**src/xcr_cfg.svh**
```systemverilog
/*
  Constants of the transceiver block model and of its fabric-side controller.
  Assumes it is included by bare name before any use of the macros.
*/
`ifndef XCR_CFG_SVH
`define XCR_CFG_SVH
`define XCR_BLOCK_CH      4
`define XCR_PLL_DIV       4
`define XCR_LOCK_CNT      64
`define XCR_FIFO_DEPTH    4
`define XCR_SYM_W         10
`define XCR_BYTE_W        8
`define XCR_K285_NEG      10'h0fa
`define XCR_K285_POS      10'h305
`define XCR_RATE_MBPS     3125
`define XCR_REF_MULT      20
`define XCR_ADDR_W        8
`define XCR_ADDR_CTRL     8'h00
`define XCR_ADDR_RST      8'h04
`define XCR_ADDR_STAT     8'h08
`define XCR_ADDR_CNT      8'h0c
`define XCR_CTRL_PLL_EN   0
`define XCR_CTRL_PLL_RST  1
`define XCR_CTRL_W16      2
`define XCR_CTRL_EXT_WR   3
`define XCR_CTRL_REF_LO   4
`define XCR_CTRL_W        6
`define XCR_CTRL_INIT     6'h02
`define XCR_RST_RXD_LO    0
`define XCR_RST_TXD_LO    4
`define XCR_RST_RXA_LO    8
`define XCR_RST_W         12
`define XCR_RST_INIT      12'hfff
`define XCR_STAT_SKEW     9
`define XCR_CNT_W         16
`endif

```
**src/xcr_pkg.sv**
```systemverilog
/*
  Types shared by both ends of the fabric link.
  Assumes nothing beyond a SystemVerilog compiler.
*/
package xcr_pkg;
  typedef enum logic [1:0] {
    xcr_ref_local = 2'b00,
    xcr_ref_line0 = 2'b01,
    xcr_ref_line1 = 2'b10,
    xcr_ref_inter_block_clock_line_2 = 2'b11
  } xcr_refsrc_t;
endpackage

```
**src/xcr_fabric_if.sv**
```systemverilog
/*
  Interface joining the transceiver block to the fabric logic.
  Assumes both ends run on core_clk; clocks are carried as enable pulses.
*/
`timescale 1ns/10ps
`include "xcr_cfg.svh"
interface xcr_fabric_if #(parameter int NCH = `XCR_BLOCK_CH);
  logic                      pll_enable;
  logic                      pll_reset;
  logic [NCH-1:0]            rx_digital_reset;
  logic [NCH-1:0]            tx_digital_reset;
  logic [NCH-1:0]            rx_analog_reset;
  logic                      width16;
  logic                      ext_wr_clk_sel;
  xcr_pkg::xcr_refsrc_t      refclk_src;
  logic                      tx_wr_en;
  logic [NCH*16-1:0]         tx_data;
  logic                      core_clk_en;
  logic                      tx_pll_locked;
  logic [NCH-1:0]            rx_locked_n;
  logic [NCH-1:0]            rx_signal_detect;
  logic [NCH*20-1:0]         rx_data;
  logic [NCH-1:0]            rx_status_en;
  logic [NCH*2-1:0]          rx_sync_status;
  logic [NCH*2-1:0]          rx_pattern_found;
  modport dev (
    input  pll_enable, pll_reset, rx_digital_reset, tx_digital_reset, rx_analog_reset,
    input  width16, ext_wr_clk_sel, refclk_src, tx_wr_en, tx_data,
    output core_clk_en, tx_pll_locked, rx_locked_n, rx_signal_detect, rx_data,
    output rx_status_en, rx_sync_status, rx_pattern_found
  );
  modport fab (
    output pll_enable, pll_reset, rx_digital_reset, tx_digital_reset, rx_analog_reset,
    output width16, ext_wr_clk_sel, refclk_src, tx_wr_en, tx_data,
    input  core_clk_en, tx_pll_locked, rx_locked_n, rx_signal_detect, rx_data,
    input  rx_status_en, rx_sync_status, rx_pattern_found
  );
endinterface

```
**src/xcr_xcvr_block.sv**
```systemverilog
/*
  Digital model of one four-channel transceiver block in XAUI mode: transmit
  PLL clock enable, lock indications, resets, transmit phase FIFO, word aligner.
  Assumes the line model delivers raw 10-bit words on core_clk with a valid pulse.
*/
// Implementation choices: the APB register port and the address map.
`timescale 1ns/10ps
`include "xcr_cfg.svh"
module xcr_xcvr_block #(
  parameter int NCH        = `XCR_BLOCK_CH,
  parameter int PLL_DIV    = `XCR_PLL_DIV,
  parameter int LOCK_CNT   = `XCR_LOCK_CNT,
  parameter int FIFO_DEPTH = `XCR_FIFO_DEPTH
) (
  // Clock and reset.
  input  wire logic                     core_clk,
  input  wire logic                     sys_rst,
  // Fabric side.
  xcr_fabric_if.dev                     fab,
  // Line side.
  input  wire logic [NCH*`XCR_SYM_W-1:0] line_rx_word,
  input  wire logic [NCH-1:0]           line_rx_valid,
  output logic [NCH*16-1:0]             line_tx_word,
  output logic                          line_tx_valid
);
  localparam int SW = `XCR_SYM_W;
  localparam int BW = `XCR_BYTE_W;
  localparam int DW = 2 * BW;
  localparam int DVW = (PLL_DIV > 1) ? $clog2(PLL_DIV) : 1;
  localparam int LKW = $clog2(LOCK_CNT + 1);
  localparam int PW = (FIFO_DEPTH > 1) ? $clog2(FIFO_DEPTH) : 1;

  if (NCH != `XCR_BLOCK_CH) begin : g_chk_nch
    $error("A block carries exactly four duplex channels.");
  end
  if (PLL_DIV < 2 || LOCK_CNT < 1) begin : g_chk_cnt
    $error("Divider must be at least 2 and lock count at least 1.");
  end
  if (FIFO_DEPTH < 2 || (FIFO_DEPTH & (FIFO_DEPTH - 1)) != 0) begin : g_chk_fifo
    $error("FIFO depth must be a power of two of at least 2.");
  end

  function automatic logic is_comma(input logic [SW-1:0] w);
    is_comma = (w == `XCR_K285_NEG) || (w == `XCR_K285_POS);
  endfunction

  function automatic logic [SW-1:0] window(input logic [2*SW-1:0] cat,
                                           input logic [3:0] off);
    logic [2*SW-1:0] sh;
    sh = cat >> off;
    window = sh[SW-1:0];
  endfunction

  ////////////////////////////////////////////////////////////////////////////
  // Block reset, transmit PLL clock enable and lock.

  wire blk_rst = sys_rst | fab.pll_reset | ~fab.pll_enable;
  // The inter-block line two does not reach the transmit PLL, so it stays idle.
  wire pll_ref_ok = fab.refclk_src != xcr_pkg::xcr_ref_inter_block_clock_line_2;
  wire pll_run = ~blk_rst & pll_ref_ok;

  logic [DVW-1:0] div_cnt;
  logic           pll_en;
  logic [LKW-1:0] tx_lock_cnt;
  wire div_wrap = div_cnt == DVW'(PLL_DIV - 1);

  always_ff @(posedge core_clk) begin
    if (!pll_run) begin
      div_cnt <= '0;
      pll_en  <= 1'b0;
    end else begin
      div_cnt <= div_wrap ? '0 : div_cnt + 1'b1;
      pll_en  <= div_wrap;
    end
  end

  wire tx_locked = tx_lock_cnt == LKW'(LOCK_CNT);
  always_ff @(posedge core_clk) begin
    if (!pll_run) begin
      tx_lock_cnt <= '0;
    end else if (pll_en && !tx_locked) begin
      tx_lock_cnt <= tx_lock_cnt + 1'b1;
    end
  end

  assign fab.core_clk_en   = pll_en;
  assign fab.tx_pll_locked = tx_locked;
  // The detector is forced on, so line activity never reaches this output.
  assign fab.rx_signal_detect = '1;

  always_ff @(posedge core_clk) begin
    if (sys_rst) begin
      line_tx_valid <= 1'b0;
    end else begin
      line_tx_valid <= pll_en;
    end
  end

  // The write side follows the fabric enable only when chosen.
  wire wr_tick = fab.ext_wr_clk_sel ? fab.tx_wr_en : pll_en;

  ////////////////////////////////////////////////////////////////////////////
  // Channels.

  for (genvar c = 0; c < NCH; c++) begin : g_ch
    wire rx_rst_d = blk_rst | fab.rx_digital_reset[c];
    wire tx_rst_d = blk_rst | fab.tx_digital_reset[c];
    wire rx_rst_a = blk_rst | fab.rx_analog_reset[c];

    // Receive PLL, trained by the transmit PLL.
    logic [LKW-1:0] rx_lock_cnt;
    wire rx_locked = rx_lock_cnt == LKW'(LOCK_CNT);
    always_ff @(posedge core_clk) begin
      if (rx_rst_a) begin
        rx_lock_cnt <= '0;
      end else if (pll_en && !rx_locked) begin
        rx_lock_cnt <= rx_lock_cnt + 1'b1;
      end
    end
    assign fab.rx_locked_n[c] = ~rx_locked;

    // Phase FIFO: pointers start half a depth apart and wrap freely, so a
    // rate mismatch silently repeats or drops words and nothing flags it.
    logic [DW-1:0] mem [FIFO_DEPTH];
    logic [PW-1:0] wptr;
    logic [PW-1:0] rptr;
    logic [DW-1:0] tx_q;
    always_ff @(posedge core_clk) begin
      if (tx_rst_d) begin
        wptr <= PW'(FIFO_DEPTH / 2);
        rptr <= '0;
        tx_q <= '0;
      end else begin
        if (wr_tick) begin
          mem[wptr] <= fab.tx_data[c*DW +: DW];
          wptr      <= wptr + 1'b1;
        end
        if (pll_en) begin
          rptr <= rptr + 1'b1;
          tx_q <= fab.width16 ? mem[rptr] : {{BW{1'b0}}, mem[rptr][BW-1:0]};
        end
      end
    end
    assign line_tx_word[c*DW +: DW] = tx_q;

    // Word aligner over the current and previous raw words.
    logic [SW-1:0] prev;
    logic [3:0]    off;
    logic          lane;
    logic [1:0]    sync_q;
    logic [1:0]    pat_q;
    logic          st_en;
    logic [2*SW-1:0] pair;
    logic [2*SW-1:0] rx_q;
    wire [SW-1:0]   cur = line_rx_word[c*SW +: SW];
    wire [2*SW-1:0] cat = {cur, prev};
    logic [3:0] hit_off;
    logic       any_hit;
    always_comb begin
      hit_off = '0;
      any_hit = 1'b0;
      for (int k = SW - 1; k >= 0; k--) begin
        if (is_comma(window(cat, 4'(k)))) begin
          hit_off = 4'(k);
          any_hit = 1'b1;
        end
      end
    end
    wire on_cur = is_comma(window(cat, off));
    wire moved = !on_cur && any_hit && hit_off != off;
    wire [3:0] next_off = moved ? hit_off : off;
    wire [SW-1:0] aligned = window(cat, next_off);
    wire [1:0] lane_sel = (fab.width16 && lane) ? 2'b10 : 2'b01;

    always_ff @(posedge core_clk) begin
      if (rx_rst_d) begin
        prev   <= '0;
        off    <= '0;
        lane   <= 1'b0;
        sync_q <= '0;
        pat_q  <= '0;
        st_en  <= 1'b0;
        pair   <= '0;
      end else begin
        st_en <= line_rx_valid[c];
        if (line_rx_valid[c]) begin
          prev   <= cur;
          off    <= next_off;
          lane   <= fab.width16 ? ~lane : 1'b0;
          // Both flags stand until the next recovered word replaces them.
          sync_q <= moved ? lane_sel : 2'b00;
          pat_q  <= on_cur ? lane_sel : 2'b00;
          if (lane_sel[1]) begin
            pair[2*SW-1:SW] <= aligned;
          end else begin
            pair[SW-1:0] <= aligned;
          end
        end
      end
    end

    always_ff @(posedge core_clk) begin
      if (rx_rst_d) begin
        rx_q <= '0;
      end else if (pll_en) begin
        rx_q <= fab.width16 ? pair : {{SW{1'b0}}, pair[SW-1:0]};
      end
    end
    assign fab.rx_data[c*2*SW +: 2*SW]   = rx_q;
    assign fab.rx_status_en[c]           = st_en;
    assign fab.rx_sync_status[c*2 +: 2]  = sync_q;
    assign fab.rx_pattern_found[c*2 +: 2] = pat_q;
  end
endmodule

```
**src/flat_wrapper.sv**
```systemverilog
// flat-port wrapper written by rule: the top's interface ports become plain ports
module xcr_xcvr_block_flat 
#(
  parameter int NCH        = `XCR_BLOCK_CH,
  parameter int PLL_DIV    = `XCR_PLL_DIV,
  parameter int LOCK_CNT   = `XCR_LOCK_CNT,
  parameter int FIFO_DEPTH = `XCR_FIFO_DEPTH
)
  (core_clk, sys_rst, line_rx_word, line_rx_valid, line_tx_word, line_tx_valid, fab_pll_enable, fab_pll_reset, fab_rx_digital_reset, fab_tx_digital_reset, fab_rx_analog_reset, fab_width16, fab_ext_wr_clk_sel, fab_refclk_src, fab_tx_wr_en, fab_tx_data, fab_core_clk_en, fab_tx_pll_locked, fab_rx_locked_n, fab_rx_signal_detect, fab_rx_data, fab_rx_status_en, fab_rx_sync_status, fab_rx_pattern_found);
  xcr_fabric_if #(.NCH(NCH)) fab_i ();
  input  wire logic core_clk;
  input  wire logic sys_rst;
  input  wire logic [NCH*`XCR_SYM_W-1:0] line_rx_word;
  input  wire logic [NCH-1:0] line_rx_valid;
  output logic [NCH*16-1:0] line_tx_word;
  output logic line_tx_valid;
  input wire logic [$bits(fab_i.pll_enable)-1:0] fab_pll_enable;
  input wire logic [$bits(fab_i.pll_reset)-1:0] fab_pll_reset;
  input wire logic [$bits(fab_i.rx_digital_reset)-1:0] fab_rx_digital_reset;
  input wire logic [$bits(fab_i.tx_digital_reset)-1:0] fab_tx_digital_reset;
  input wire logic [$bits(fab_i.rx_analog_reset)-1:0] fab_rx_analog_reset;
  input wire logic [$bits(fab_i.width16)-1:0] fab_width16;
  input wire logic [$bits(fab_i.ext_wr_clk_sel)-1:0] fab_ext_wr_clk_sel;
  input wire logic [$bits(fab_i.refclk_src)-1:0] fab_refclk_src;
  input wire logic [$bits(fab_i.tx_wr_en)-1:0] fab_tx_wr_en;
  input wire logic [$bits(fab_i.tx_data)-1:0] fab_tx_data;
  output wire logic [$bits(fab_i.core_clk_en)-1:0] fab_core_clk_en;
  output wire logic [$bits(fab_i.tx_pll_locked)-1:0] fab_tx_pll_locked;
  output wire logic [$bits(fab_i.rx_locked_n)-1:0] fab_rx_locked_n;
  output wire logic [$bits(fab_i.rx_signal_detect)-1:0] fab_rx_signal_detect;
  output wire logic [$bits(fab_i.rx_data)-1:0] fab_rx_data;
  output wire logic [$bits(fab_i.rx_status_en)-1:0] fab_rx_status_en;
  output wire logic [$bits(fab_i.rx_sync_status)-1:0] fab_rx_sync_status;
  output wire logic [$bits(fab_i.rx_pattern_found)-1:0] fab_rx_pattern_found;
  assign fab_i.pll_enable = fab_pll_enable;
  assign fab_i.pll_reset = fab_pll_reset;
  assign fab_i.rx_digital_reset = fab_rx_digital_reset;
  assign fab_i.tx_digital_reset = fab_tx_digital_reset;
  assign fab_i.rx_analog_reset = fab_rx_analog_reset;
  assign fab_i.width16 = fab_width16;
  assign fab_i.ext_wr_clk_sel = fab_ext_wr_clk_sel;
  assign fab_i.refclk_src = fab_refclk_src;
  assign fab_i.tx_wr_en = fab_tx_wr_en;
  assign fab_i.tx_data = fab_tx_data;
  assign fab_core_clk_en = fab_i.core_clk_en;
  assign fab_tx_pll_locked = fab_i.tx_pll_locked;
  assign fab_rx_locked_n = fab_i.rx_locked_n;
  assign fab_rx_signal_detect = fab_i.rx_signal_detect;
  assign fab_rx_data = fab_i.rx_data;
  assign fab_rx_status_en = fab_i.rx_status_en;
  assign fab_rx_sync_status = fab_i.rx_sync_status;
  assign fab_rx_pattern_found = fab_i.rx_pattern_found;
  xcr_xcvr_block #(.NCH(NCH), .PLL_DIV(PLL_DIV), .LOCK_CNT(LOCK_CNT), .FIFO_DEPTH(FIFO_DEPTH)) u_core (.core_clk(core_clk), .sys_rst(sys_rst), .fab(fab_i), .line_rx_word(line_rx_word), .line_rx_valid(line_rx_valid), .line_tx_word(line_tx_word), .line_tx_valid(line_tx_valid));
endmodule
```
**config.mk**
```make
export PLATFORM = sky130hd
export DESIGN_NAME = xcr_xcvr_block_flat
export DESIGN_NICKNAME = d
export VERILOG_FILES = /design/src/xcr_pkg.sv /design/src/xcr_fabric_if.sv /design/src/xcr_xcvr_block.sv /design/src/flat_wrapper.sv
export VERILOG_INCLUDE_DIRS = /design/src
export SDC_FILE = /design/constraint.sdc
export NUM_CORES = 1
export LEC_CHECK = 0
export BUFFER_PORTS_ARGS = -buffer_cell sky130_fd_sc_hd__buf_4
export CORE_MARGIN = 2
export CORE_UTILIZATION = 55
export DETAILED_ROUTE_END_ITERATION = 10
export PLACE_DENSITY = 0.75
export SYNTH_ARGS = -nofsm -noshare
export SYNTH_HDL_FRONTEND = slang
export SYNTH_SLANG_ARGS = --single-unit
```
**constraint.sdc**
```tcl
create_clock -name core_clk -period 10 [get_ports core_clk]
set_input_delay 2.5 -clock core_clk [delete_from_list [all_inputs] [get_ports core_clk]]
set_output_delay 2.5 -clock core_clk [all_outputs]
set_load 0.01 [all_outputs]
```
==> results.toml <==
[run_status]
outcome = "complete, no violations"

[synthesis]
async_reset_ff_frac = 0
synthFlopType = "dfxtp_1"
synth_seq_area_share = 0.467
syn_avg_cell_area_um2 = 10.8
synth_edf_count = 256
ys_types = 100
yosysTopAreaCellShare = 0.239
synth_warnings = 0
synthTopCellsByArea = "edfxtp_1 (24%), dfxtp_1 (23%), mux2i_1 (10%)"
synth_top_area_cell = "edfxtp_1"
syn_area_um2 = 32200
ys_ff_latch = 623
postSynthCellCount = 2984

[worst_setup_path]
endpoint_kind = "flop"
crit_fanout = 24
cp_num_buf_inv = 2
start_kind = "input port"
slowest_delay_ps = 810
ff2ff_setup_slack_ps = 4880
crit_type = "input port to flop"
crit_chain = "buf_4 -> mux4_2 -> mux2_2 -> nor4b_2 -> a41oi_1 -> or4b_1 -> and3_1 -> mux2i_4 -> clkinv_1 -> mux2i_1 -> mux4_2 -> nand2_1 -> a21oi_1"
cp_top_family = "multiplexers"
cp.required_ps = 10450
critPathSlowestCell = "mux2i_4"
worst_path_most_repeated_cell = "mux4_2"
arrival_ps = 6900

[floorplanning]
die_w_um = 246
ioPinCount = 304
rows = 88
die-area_um2 = 60500
die_h_um = 246
start_util = 0.557
core_area_um2 = 57800

[sta]
setup_violations = 0
maxSlewViolCount = 0
max_slew_margin = 0.225
rsz0062_at_grt = "no"
period_needed_ps = 6440
holdWs_ps = 446
fmax_ghz = 0.155
finalClockSkew_ps = 39.1
setup_tns_ps = 0
tightestPinTransition_ps = 1160
fin_crit_sh = 0.644
hold_viol = 0

[global_routing]
antenna_found_initial = 2
grt_usage = 0.276
grt_pass1_vias = 23900
grt_max_degree = 94
grt_pass1_wl_um = 133000
overflow = 0

[min_path]
hp-class = "flop to flop"

[cts]
cts_tree = "built"
cts_max_level = 3
post_cts_buffers = 0
insertion_delay_ps = 620
clockBufferDepth = 3
cts_root_buf = "clkbuf_16"
path_clk_slew_ps = 60
holdBufCountCts = 0
cts-resized-gates = 0
numCtsBuffers = 66
clock-sinks = 623

[finish]
area_delta_synth_final_pct = 13.7
fill_cells = 4508
nNetsFinal = 3274
diodes = 0
drive_above_1_share = 0.199

[placement]
dpl.hpwl_um = 56000
io_buffer_count = 299
place_congestion = 0.962

[run]
drv_cap = 0

[power]
power_density_nw_per_um2 = 145
ir_drop_uv = 208
leakage_nw = 12.7

[drt]
post_drt_wl_per_cell_um = 21.6
ant_nets = 0
vias = 24500
viasPerCell = 6.23
drt-initial-drc-count = 2150
routed_wl_um = 85000
drtPass1Iterations = 6
drc = 0
## cell type report
cell class	instances	area (um2)	area share
multi-input combinational	2057	15800	0.433
timing repair buffer	323	2420	0.0663
inverter	47	176	0.00482
tap	765	957	0.0262
sequential	623	15000	0.411
clock buffer	89	1780	0.0486
clock inverter	31	388	0.0106
## synthesized netlist by cell type (28+ instances only)
library cell	n
nor4_1	28
edfxtp_1	256
nor2b_1	70
nand2_1	132
nand3_1	132
o21ai_0	59
nand4_1	42
a21oi_1	157
inv_1	41
dfxtp_1	367
and2_1	29
and3_1	30
mux2i_1	330
nor2_1	325
mux4_2	121
nand2b_1	82
mux2_2	52
clkbuf_1	168
buf_2	34
## state kept, by name, indices dropped and copies added (netlist names), 2 cells and up, named ones only
name / count
u_core.div_cnt: 2
u_core.g_ch.pair: 80
u_core.g_ch.st_en: 4
u_core.g_ch.rx_lock_cnt: 28
u_core.g_ch.off: 16
u_core.g_ch.lane: 4
u_core.g_ch.wptr: 8
u_core.g_ch.rptr: 8
u_core.tx_lock_cnt: 7
u_core.g_ch.tx_q: 64
u_core.g_ch.rx_q: 80
u_core.g_ch.sync_q: 8
u_core.g_ch.mem: 256
u_core.g_ch.prev: 40
u_core.g_ch.pat_q: 8
## worst paths after layout
check,from,to,cells past startpoint
worst max register to register,u_core.g_ch[3].off[0]$_SDFFE_PP0P_,u_core.g_ch[3].pair[2]$_SDFFE_PP0P_,12
worst min register to register,u_core.div_cnt[0]$_SDFF_PP0_,u_core.div_cnt[0]$_SDFF_PP0_,1
worst max-delay path,line_rx_word[32],u_core.g_ch[3].pair[2]$_SDFFE_PP0P_,13
worst min-delay path,u_core.div_cnt[0]$_SDFF_PP0_,u_core.div_cnt[0]$_SDFF_PP0_,1
## worst reg2reg max path, stage by stage (launching register included)
cell and delay (ps):
dfxtp_1 790, mux4_2 580, and2_0 160, o21ai_0 250
nand4_1 150, or4b_1 570, and3_1 270, mux2i_4 810
clkinv_1 500, mux2i_1 230, mux4_2 490, nand2_1 90
a21oi_1 70
## routing by layer
layer  wire (um)  global-route usage
met5          13                   0
met4        2150              0.0811
met3        6580              0.0577
met2       40700               0.452
met1       35500               0.370
## cell usage in the layout, fill, tap and decap left out, types with 14 or more instances in the layout
cell type	netlist	routed
dfxtp_1	367	366
mux2i_1	330	330
nor2_1	325	325
buf_4	22	323
edfxtp_1	256	256
a21oi_1	157	156
nand3_1	132	132
nand2_1	132	132
mux4_2	121	121
nand2b_1	82	80
nor2b_1	70	70
clkbuf_16	0	66
o21ai_0	59	59
mux2_2	52	52
nand4_1	42	42
inv_1	41	41
and3_1	30	30
and2_1	29	29
nor4_1	28	28
ha_1	27	27
nand3b_1	25	25
o22ai_1	23	23
o211ai_1	23	23
xnor2_1	22	22
a22oi_1	22	22
xor2_1	21	21
nor3_1	20	20
clkbuf_1	168	19
nor4b_1	17	17
nand4b_1	16	16
nor3b_1	16	16
a211oi_1	16	16
o31ai_1	14	14
## through the flow
step,power (mW),area (um2),utilization,cells,setup WS [ps]
detailed placement,2.92,34400,0.596,3815,2970
floorplan,2.83,32200,-,2987,3980
global placement,2.92,34400,0.596,3815,3060
global route,5.46,36600,0.633,3935,3350
finish,5.29,36600,0.633,3935,3560
CTS,5.33,36600,0.633,3935,3610
## kinds of logic (layout without fill, tap and decap cells)
kind of cell,Yosys count,after routing,share of synthesized area
simple gates,1028,1028,0.167
flops,623,623,0.467
mux,509,509,0.208
compound gates,446,446,0.0931
buf+inv,307,490,0.0420
xor+xnor,43,43,0.0117
fa+ha+maj,27,27,0.0105
other cells,1,4,0.000117
## power by group
group | switching (mW) | internal [mW]
Combinational | 0.133 | 0.0822
Sequential | 0.00908 | 2.65
Clock | 1.04 | 1.38
Total | 1.18 | 4.11
Note: power is estimated with default switching activity, not from simulation.
